<file path="config.mk">
export PLATFORM = sky130hd
export DESIGN_NAME = uhc_command_regs
export DESIGN_NICKNAME = d
export VERILOG_FILES = /design/src/hw/uhc_pkg.sv /design/src/hw/uhc_sof_delay.sv /design/src/hw/uhc_command_regs.sv
export SDC_FILE = /design/constraint.sdc
export NUM_CORES = 1
export LEC_CHECK = 0
export ABC_AREA = 1
export BUFFER_PORTS_ARGS = -buffer_cell sky130_fd_sc_hd__buf_2
export CORE_MARGIN = 10
export CORE_UTILIZATION = 40
export DETAILED_ROUTE_END_ITERATION = 10
export PLACE_DENSITY_LB_ADDON = 0.3
export SYNTH_ARGS = -nofsm -noshare
export SYNTH_HDL_FRONTEND = slang
export SYNTH_SLANG_ARGS = --single-unit
</file>
<file path="constraint.sdc">
create_clock -name CLK -period 5.98 [get_ports CLK]
set_clock_uncertainty 0.05 [all_clocks]
set_input_delay 0.299 -clock CLK [delete_from_list [all_inputs] [get_ports CLK]]
set_output_delay 0.299 -clock CLK [all_outputs]
set_load 0.05 [all_outputs]
</file>
<file path="src/hw/uhc_pkg.sv">
// uhc_pkg: command codes, field layout, reset values and timing for the host control registers
// assumes a 25 MHz controller clock and a 16-bit command/data port
package uhc_pkg;
	localparam int          CLK_HZ           = 25000000;
	localparam int          SOF_DELAY_US     = 1000;
	localparam int          SOF_DELAY_CYC    = (CLK_HZ / 1000000) * SOF_DELAY_US;

	localparam logic [7:0]  CMD_CTRL_RD      = 8'h01;
	localparam logic [7:0]  CMD_CTRL_WR      = 8'h81;
	localparam logic [7:0]  CMD_CSTAT_RD     = 8'h02;
	localparam logic [7:0]  CMD_CSTAT_WR     = 8'h82;

	localparam int          CTRL_RWE_BIT     = 10;
	localparam int          CTRL_RWC_BIT     = 9;
	localparam int          CTRL_FS_LSB      = 6;
	localparam int          CSTAT_HCR_BIT    = 0;
	localparam int          CSTAT_SOC_LSB    = 16;

	localparam logic [1:0]  FS_RESET_VAL     = 2'h0;
	localparam logic [1:0]  SOC_RESET_VAL    = 2'h0;
	localparam logic [1:0]  SOC_STEP         = 2'h1;
	localparam logic [31:0] WORD_ZERO        = 32'h0;

	typedef enum logic [1:0] {
		STATE_BUS_RESET   = 2'h0,
		STATE_RESUME      = 2'h1,
		STATE_OPERATIONAL = 2'h2,
		STATE_SUSPEND     = 2'h3
	} uhc_fstate_t;

	typedef enum logic [4:0] {
		PH_IDLE  = 5'h01,
		PH_RD_LO = 5'h02,
		PH_RD_HI = 5'h04,
		PH_WR_LO = 5'h08,
		PH_WR_HI = 5'h10
	} uhc_phase_t;
endpackage

</file>
<file path="src/hw/uhc_sof_delay.sv">
// uhc_sof_delay: counts the wait between entering operational and the first frame start
// assumes start and cancel are one-cycle or level inputs synchronous to clk
`timescale 1ns/1ps
`default_nettype none
module uhc_sof_delay #(
	parameter int COUNT = 25000
) (
	input  wire logic clk,
	input  wire logic rst_n,
	input  wire logic start,
	input  wire logic cancel,
	output logic      done
);
	logic [31:0] cnt_ff;
	logic [31:0] nxt_cnt;
	logic        run_ff;
	logic        nxt_run;
	logic        done_ff;
	logic        nxt_done;

	always_comb begin
		nxt_cnt  = cnt_ff;
		nxt_run  = run_ff;
		nxt_done = done_ff;
		if (cancel) begin
			nxt_run  = 1'b0;
			nxt_done = 1'b0;
		end else if (start) begin
			nxt_cnt  = 32'h1;
			nxt_run  = 1'b1;
			nxt_done = 1'b0;
		end else if (run_ff) begin
			if (cnt_ff >= 32'(COUNT)) begin
				nxt_run  = 1'b0;
				nxt_done = 1'b1;
			end else begin
				nxt_cnt = cnt_ff + 32'h1;
			end
		end
	end

	always_ff @(posedge clk or negedge rst_n) begin
		if (!rst_n) begin
			cnt_ff  <= 32'h0;
			run_ff  <= 1'b0;
			done_ff <= 1'b0;
		end else begin
			cnt_ff  <= nxt_cnt;
			run_ff  <= nxt_run;
			done_ff <= nxt_done;
		end
	end

	assign done = done_ff;
endmodule // uhc_sof_delay
`default_nettype wire

</file>
<file path="src/hw/uhc_command_regs.sv">
// uhc_command_regs: operating control and command/status registers of the host controller
// assumes a 16-bit command/data port with one-cycle strobes synchronous to CLK
`timescale 1ns/1ps
`default_nettype none
module uhc_command_regs
	import uhc_pkg::*;
#(
	parameter int SOF_DELAY = SOF_DELAY_CYC
) (
	input  wire logic        CLK,
	input  wire logic        RESETN,
	input  wire logic        HOST_WR,
	input  wire logic        HOST_RD,
	input  wire logic        HOST_A0,
	input  wire logic [15:0] HOST_DIN,
	output logic      [15:0] HOST_DOUT,
	input  wire logic        RESUME_DETECTED,
	input  wire logic        DOWNSTREAM_RESUME,
	input  wire logic        SCHED_OVERRUN,
	output logic             REMOTE_WAKEUP,
	output logic             SOF_ENABLE,
	output logic       [1:0] FUNCTIONAL_STATE,
	output logic             ROOT_HUB_RESET,
	output logic             SOFT_RESET
);
	logic        rst_meta_ff;
	logic        rst_sync_ff;

	always_ff @(posedge CLK or negedge RESETN) begin
		if (!RESETN) begin
			rst_meta_ff <= 1'b0;
			rst_sync_ff <= 1'b0;
		end else begin
			rst_meta_ff <= 1'b1;
			rst_sync_ff <= rst_meta_ff;
		end
	end

	// register image helpers
	function automatic logic [31:0] ctrl_image(input logic remote_wakeup_enable, input logic remote_wakeup_connected,
		input logic [1:0] fs);
		logic [31:0] w;
		w = WORD_ZERO;
		w[CTRL_RWE_BIT] = remote_wakeup_enable;
		w[CTRL_RWC_BIT] = remote_wakeup_connected;
		w[CTRL_FS_LSB +: 2] = fs;
		return w;
	endfunction

	function automatic logic [31:0] cstat_image(input logic hcr, input logic [1:0] soc);
		logic [31:0] w;
		w = WORD_ZERO;
		w[CSTAT_HCR_BIT] = hcr;
		w[CSTAT_SOC_LSB +: 2] = soc;
		return w;
	endfunction

	uhc_phase_t  phase_ff;
	uhc_phase_t  nxt_phase;
	logic [7:0]  code_ff;
	logic [7:0]  nxt_code;
	logic [31:0] rdata_ff;
	logic [31:0] nxt_rdata;
	logic [15:0] wlo_ff;
	logic [15:0] nxt_wlo;
	logic [15:0] dout_ff;
	logic [15:0] nxt_dout;

	logic        rwe_ff;
	logic        nxt_rwe;
	logic        rwc_ff;
	logic        nxt_rwc;
	logic [1:0]  fs_ff;
	logic [1:0]  nxt_fs;
	logic        hcr_ff;
	logic        nxt_hcr;
	logic [1:0]  soc_ff;
	logic [1:0]  nxt_soc;
	logic        rh_rst_ff;
	logic        sw_rst_ff;
	logic        nxt_sw_rst;

	logic [31:0] wr_word;
	logic        wr_commit;
	logic        sof_start;
	logic        sof_cancel;
	logic        sof_done;

	assign wr_word   = {HOST_DIN, wlo_ff};
	assign wr_commit = (phase_ff == PH_WR_HI) && HOST_WR && !HOST_A0;

	// command/data sequencer: code, then low word, then high word
	always_comb begin
		nxt_phase = phase_ff;
		nxt_code  = code_ff;
		nxt_rdata = rdata_ff;
		nxt_wlo   = wlo_ff;
		nxt_dout  = dout_ff;
		if (HOST_WR && HOST_A0) begin
			nxt_code = HOST_DIN[7:0];
			case (HOST_DIN[7:0])
				CMD_CTRL_RD: begin
					nxt_rdata = ctrl_image(rwe_ff, rwc_ff, fs_ff);
					nxt_phase = PH_RD_LO;
				end
				CMD_CSTAT_RD: begin
					nxt_rdata = cstat_image(hcr_ff, soc_ff);
					nxt_phase = PH_RD_LO;
				end
				CMD_CTRL_WR, CMD_CSTAT_WR: begin
					nxt_phase = PH_WR_LO;
				end
				default: begin
					nxt_rdata = WORD_ZERO;
					nxt_phase = PH_IDLE;
				end
			endcase
			nxt_dout = nxt_rdata[15:0];
		end else begin
			case (phase_ff)
				PH_RD_LO: begin
					if (HOST_RD && !HOST_A0) begin
						nxt_dout  = rdata_ff[31:16];
						nxt_phase = PH_RD_HI;
					end
				end
				PH_RD_HI: begin
					if (HOST_RD && !HOST_A0) begin
						nxt_phase = PH_IDLE;
					end
				end
				PH_WR_LO: begin
					if (HOST_WR && !HOST_A0) begin
						nxt_wlo   = HOST_DIN;
						nxt_phase = PH_WR_HI;
					end
				end
				PH_WR_HI: begin
					if (HOST_WR && !HOST_A0) begin
						nxt_phase = PH_IDLE;
					end
				end
				default: begin
					nxt_phase = PH_IDLE;
				end
			endcase
		end
	end

	// register contents
	always_comb begin
		nxt_rwe    = rwe_ff;
		nxt_rwc    = rwc_ff;
		nxt_fs     = fs_ff;
		nxt_hcr    = hcr_ff;
		nxt_soc    = soc_ff;
		nxt_sw_rst = 1'b0;
		if (SCHED_OVERRUN) begin
			nxt_soc = soc_ff + SOC_STEP;
		end
		if (fs_ff == STATE_SUSPEND && DOWNSTREAM_RESUME) begin
			nxt_fs = STATE_RESUME;
		end
		if (wr_commit && code_ff == CMD_CTRL_WR) begin
			nxt_rwe = wr_word[CTRL_RWE_BIT];
			nxt_rwc = wr_word[CTRL_RWC_BIT];
			nxt_fs  = wr_word[CTRL_FS_LSB +: 2];
		end
		if (wr_commit && code_ff == CMD_CSTAT_WR) begin
			nxt_hcr = hcr_ff | wr_word[CSTAT_HCR_BIT];
		end
		if (hcr_ff) begin
			// software reset: keeps connected bit, no root hub reset
			nxt_sw_rst = 1'b1;
			nxt_hcr    = 1'b0;
			nxt_rwe    = 1'b0;
			nxt_fs     = FS_RESET_VAL;
			nxt_soc    = SOC_RESET_VAL;
			nxt_rwc    = rwc_ff;
		end
	end

	always_ff @(posedge CLK or negedge rst_sync_ff) begin
		if (!rst_sync_ff) begin
			phase_ff  <= PH_IDLE;
			code_ff   <= 8'h00;
			rdata_ff  <= WORD_ZERO;
			wlo_ff    <= 16'h0000;
			dout_ff   <= 16'h0000;
			rwe_ff    <= 1'b0;
			rwc_ff    <= 1'b0;
			fs_ff     <= FS_RESET_VAL;
			hcr_ff    <= 1'b0;
			soc_ff    <= SOC_RESET_VAL;
			rh_rst_ff <= 1'b1;
			sw_rst_ff <= 1'b0;
		end else begin
			phase_ff  <= nxt_phase;
			code_ff   <= nxt_code;
			rdata_ff  <= nxt_rdata;
			wlo_ff    <= nxt_wlo;
			dout_ff   <= nxt_dout;
			rwe_ff    <= nxt_rwe;
			rwc_ff    <= nxt_rwc;
			fs_ff     <= nxt_fs;
			hcr_ff    <= nxt_hcr;
			soc_ff    <= nxt_soc;
			rh_rst_ff <= 1'b0;
			sw_rst_ff <= nxt_sw_rst;
		end
	end

	assign sof_start  = (nxt_fs == STATE_OPERATIONAL) && (fs_ff != STATE_OPERATIONAL);
	assign sof_cancel = (fs_ff != STATE_OPERATIONAL);

	uhc_sof_delay #(
		.COUNT (SOF_DELAY)
	) u_sof_delay (
		.clk    (CLK),
		.rst_n  (rst_sync_ff),
		.start  (sof_start),
		.cancel (sof_cancel && !sof_start),
		.done   (sof_done)
	);

	assign HOST_DOUT        = dout_ff;
	assign REMOTE_WAKEUP    = rwe_ff & RESUME_DETECTED;
	assign SOF_ENABLE       = sof_done;
	assign FUNCTIONAL_STATE = fs_ff;
	assign ROOT_HUB_RESET   = rh_rst_ff | !rst_sync_ff;
	assign SOFT_RESET       = sw_rst_ff;
endmodule // uhc_command_regs
`default_nettype wire

</file>
# --- Word level (Yosys, flattened, before mapping) ---
# Index checks and enable logic that the tools add are counted.
# W data, S select, Z words.
totals:
  reg_bits: 117
  inputBits: 24
  out_inout_bits: 22
  word_cells: 107
op_classes:
  addsub: 2
  order_cmp: 1
  eq_ne: 18
  n_mux: 32
  bitwise: 7
  n_reduce_logical: 29
op_table:
  columns: ["op", "count"]
  rows:
  - ["$mux W32", 3]
  - ["$pmux W32 S3", 1]
  - ["$mux W16", 3]
  - ["$add A32 B1 Y32 const B", 1]
  - ["$eq A8 B8 Y1 const B", 4]
  - ["$ge A32 B15 Y1 const B", 1]
  - ["$mux W5", 5]
  - ["$pmux W5 S4", 1]
  - ["$mux W1", 13]
  - ["$logic_and A1 B1 Y1", 10]
  - ["$mux W2", 5]
  - ["$reduce_bool A2 Y1", 5]
  - ["$ne A3 B3 Y1 const B", 3]
  - ["$eq A8 B1 Y1 const B", 1]
  - ["$eq A8 B2 Y1 const B", 1]
  - ["$pmux W4 S2", 1]
  - ["$reduce_and A2 Y1", 4]
  - ["$reduce_and A3 Y1", 2]
  - ["$reduce_bool A3 Y1", 2]
  - ["$eq A5 B2 Y1 const B", 1]
  - ["$eq A5 B3 Y1 const B", 1]
  - ["$eq A5 B4 Y1 const B", 1]
  - ["$eq A5 B5 Y1 const B", 1]
  - ["$eq A2 B2 Y1 const B", 2]
  - ["9 further kinds", 17]

# --- Logic depth before layout (Yosys ltp) ---
logic_depth:
  word_depth: 12
  ltp_mapped: 13

# --- By module ---
# From an unflattened synthesis, not the netlist that was laid out.
unflattened:
  hier_cells: 552
  hier_area_um2: 4555.6
by_module_without_submodules:
  columns: ["mod", "instances", "cells_per_inst", "area_per_inst_um2"]
  rows:
  - ["uhc_command_regs", 1, 300, 2720.1]
  - ["uhc_sof_delay", 1, 252, 1835.5]

# --- Least setup slack after synthesis ---
# OpenSTA, ideal clock, no wires.
synth_timing:
  kind: "flip-flop to output port"
  start: "register rst_sync_ff"
  end: "output ROOT_HUB_RESET"
  arrival_time_ps: 3326
  path_slack_ps: 2305
  stages_incl_launch_ff: 2
  path_buffers: 0
  cell_sequence: "dfrtp_1 -> nand2_1"
synth_between:
  elab_chain_cells: 2
synth_lines:
  columns: ["item", "line", "text"]
  rows:
  - ["start: declaration", "uhc_command_regs.sv:27", "logic rst_sync_ff;"]
  - ["start signal: assignment", "uhc_command_regs.sv:35", "rst_sync_ff <= rst_meta_ff;"]
  - ["$logic_not A1 Y1 (no line)", null, null]
  - ["$or A1 B1 Y1", "uhc_command_regs.sv:230", "assign ROOT_HUB_RESET = rh_rst_ff | !rst_sync_ff;"]
  - ["end: declaration", "uhc_command_regs.sv:23", "output logic ROOT_HUB_RESET,"]
# No other way between the ends.

# --- Worst setup path after layout ---
layout_timing:
  start: "input HOST_DIN[1]"
  end: "register rdata_ff[17]"
layout_between:
  elab_chain_cells: 4
  word_cells_on_any_way: 8
  classes_between: "4 x eq/ne; 1 x mux; 1 x bitwise; 2 x reduce/logical"
layout_lines:
  columns: ["item", "line", "text"]
  rows:
  - ["start: declaration", "uhc_command_regs.sv:15", "input wire logic [15:0] HOST_DIN,"]
  - ["branches (longest 4 deep; another with $pmux W32 S3)", null, null]
  - ["end signal: assignment", "uhc_command_regs.sv:200", "rdata_ff <= nxt_rdata;"]
  - ["end: declaration", "uhc_command_regs.sv:62", "logic [31:0] rdata_ff;"]
# Parallel ways; which one is timed is not known. The select of a mux whose other input is x is not followed.
# A chain may end at the register's enable or synchronous reset.

==> results.txt <==
CP required: 6.21 ns
Synth cell count leaders: nand2_1 (123), dfrtp_1 (95), inv_1 (86)
Hpwl dp: 6.73 mm
Routed vias/inst: 4.87
Area delta synth->final: 15.3%
Register-to-register setup slack: 4.04 ns
Port bufs: 39
Global-route wire length before repair: 16.5 mm
CP endpoint kind: flip-flop
Worst Path Arrival: 2.31 ns
Syn Inst Count: 545
YS warnings: 0
Worst setup path startpoint: HOST_DIN[1]
Cells on worst reg2reg path: 9
Wirelength per Cell: 13.0 um
Setup WS pre-CTS: 3.54 ns
Clk sinks: 97
Crit path cell chain: buf_2 -> inv_1 -> nor2_1 -> nand2_1 -> nand2_1 -> nand2_1 -> inv_1 -> nor2_1 -> nand3_1 -> nand2_1
H-Tree Depth: 3
FF+latch area: 2430 um2
Routability cong.: 0.859
All-Layer GR Usage: 0.123
Setup TNS: 0 ns
Final Max Slew Viols: 0
Most used DFF post-synth: dfrtp_1
Finished Cell Area: 5180 um2
Max Buffers Root-to-Sink: 2
DP Area: 4820 um2
Worst reg2reg endpoint: u_sof_delay.cnt_ff[14]
Worst skew pair latency: 0.35 ns
Maximum clock frequency: 0.480 GHz
Sequential-to-total area share from yosys stat: 0.541
Final setup vio count: 0
Worst slew margin: 0.382
P_leak: 2.69 nW
Antenna Nets Post-Route: 0
Via count: 3563
Synthesized flop and latch total: 97
Core Box Area: 10900 um2
Drt total wl: 9.49 mm
Hold WC Path Type: in2reg
Highest cell delay on the worst timing path: 0.68 ns
CTS tree: built
Largest cells by area after synthesis: dfrtp_1 (53%), nand2_1 (10%), inv_1 (7.2%)
Die span in y: 126 um
Post-synth top area share: 0.529
Initial antenna violation count: 0
CP max-delay cell: nor2_1
Multi-input logic area: 1670 um2
Die ar.: 15900 um2
Initial DRC count: 245
Ant. Diodes: 0
WHS: 0.113 ns
Pwr/cell area: 273 nW/um2
Critical Path Start Type: primary input
RSZ-0062 raised after global routing: no
Avg Inst Size Synth: 8.24 um2
Most frequent cell after synthesis: nand2_1
Status: complete, no violations
Async set-reset flop share out of synthesis: 1.00
Starting Density: 0.411
Layout Nets: 612
Yosys cell types: 34
CP Class: in2reg
Worst r2r src: u_sof_delay.cnt_ff[0]
Syn nets: 571
Setup crit end: rdata_ff[17]
Largest net degree at the start of global routing: 50
DRC violations left: 0
Share of cells above drive strength 1: 0.134
Reg clk slew, reported paths: 0.07 ns
Max Cap Viol: 0
Post-Syn Area: 4490 um2
# IOs: 46
Final Hold Viols: 0
# rows: 38
Num CTS Buffers: 9
Tcrit/Tclk final: 0.349
First-pass DRT Iterations: 4
Root buffer cell: clkbuf_16
Tightest Pin Transition: 0.924 ns
CP most frequent cell: nand2_1
Worst VDD drop: 0.000145 V
Critical path fanouts, max: 17
FILL cells: 1060
Final Critical Period: 2.09 ns
Number of synthesized flops with an enable pin: 0
Post-CTS setup buffers: 0
GRT Residual Overflow: 0
Vias in the first global route: 3522
Die Wd: 126 um
Yosys top cell by area: dfrtp_1
Setup ws final: 3.89 ns
[critical path: cells and delay by family]
family / cells / cell delay [ns]
AND/OR/NAND/NOR: 7 / 1.65
buffers and inverters: 3 / 0.36
[per-layer routing]
| layer | routed length [um] | GRT usage | up-vias |
|---|---|---|---|
| li1 | - | - | 1779 |
| met2 | 4420 | 0.193 | 80 |
| met3 | 546 | 0.0352 | 14 |
| met5 | 0 | 0 | - |
| met4 | 157 | 0.0482 | 0 |
| met1 | 4370 | 0.157 | 1690 |
[timing repair]
item	CTS	global route
resized for setup	0	0
hold buffers	1	0
endpoints found under the setup margin	0	0
hold endpoints to repair	2	0
[kinds of logic (layout without fill, tap and decap cells)]
kind of cell | after synthesis | in the layout | share of synthesized area
xor+xnor | 10 | 10 | 0.0195
buf+inv | 101 | 147 | 0.0883
fa+ha+maj | 2 | 2 | 0.00557
other cells | 2 | 2 | 0.00167
simple gates | 282 | 282 | 0.277
compound gates | 51 | 51 | 0.0674
flops | 97 | 97 | 0.541
[through the flow]
step | utilization | cells | power [mW]
after floorplan | - | 545 | 0.734
after global placement | 0.441 | 714 | 0.755
after detailed placement | 0.441 | 714 | 0.758
after CTS | 0.474 | 731 | 1.43
after global routing | 0.474 | 731 | 1.47
final | 0.474 | 731 | 1.42
[power breakdown]
| group | switching [mW] | internal, mW |
|---|---|---|
| combinational | 0.0420 | 0.0172 |
| clock | 0.257 | 0.414 |
| sequential | 0.0148 | 0.671 |
| total | 0.314 | 1.10 |
[area by class of cell]
| cell class | count | area share |
|---|---|---|
| multi-input cells | 347 | 0.322 |
| inverters | 89 | 0.0645 |
| clock inverters | 7 | 0.0239 |
| clock buffers | 9 | 0.0435 |
| repair buffers | 42 | 0.0425 |
| well taps | 140 | 0.0338 |
| flip-flops and latches | 97 | 0.470 |
[flip-flops by register name, indices dropped and copies added (netlist names)]
| signal | cells |
|---|---|
| FUNCTIONAL_STATE | 2 |
| rh_rst_ff | 1 |
| soc_ff | 2 |
| rwc_ff | 1 |
| u_sof_delay.run_ff | 1 |
| rst_meta_ff | 1 |
| code_ff | 8 |
| rst_sync_ff | 1 |
| SOFT_RESET | 1 |
| wlo_ff | 5 |
| phase_ff | 5 |
| HOST_DOUT | 16 |
| rdata_ff | 18 |
| u_sof_delay.cnt_ff | 32 |
| hcr_ff | 1 |
| rwe_ff | 1 |
| u_sof_delay.done | 1 |
[worst min path at each step]
stage	start	end	depth (start not counted)
2_1_floorplan	RESETN	rst_meta_ff	0
3_3_place_gp	RESETN	rst_meta_ff	1
3_5_place_dp	RESETN	rst_meta_ff	1
4_1_cts	SCHED_OVERRUN	soc_ff[0]	2
5_1_grt	SCHED_OVERRUN	soc_ff[0]	2
6_report	SCHED_OVERRUN	soc_ff[0]	2
[cells in the final DEF, fill, tap and decap left out, types with 3 or more instances in the layout]
master	netlist	final
nand4_1	11	11
inv_1	86	86
inv_2	3	3
nor3_1	5	5
o31ai_1	10	10
nor2_1	83	83
a21oi_1	10	10
xor2_1	9	9
o22ai_1	5	5
nand3_1	42	42
nor2_2	4	4
o21ai_0	22	22
dfrtp_1	95	94
clkbuf_16	0	9
buf_2	2	39
bufinv_16	0	3
nand2_1	123	123
(Power assumes the default switching activity.)
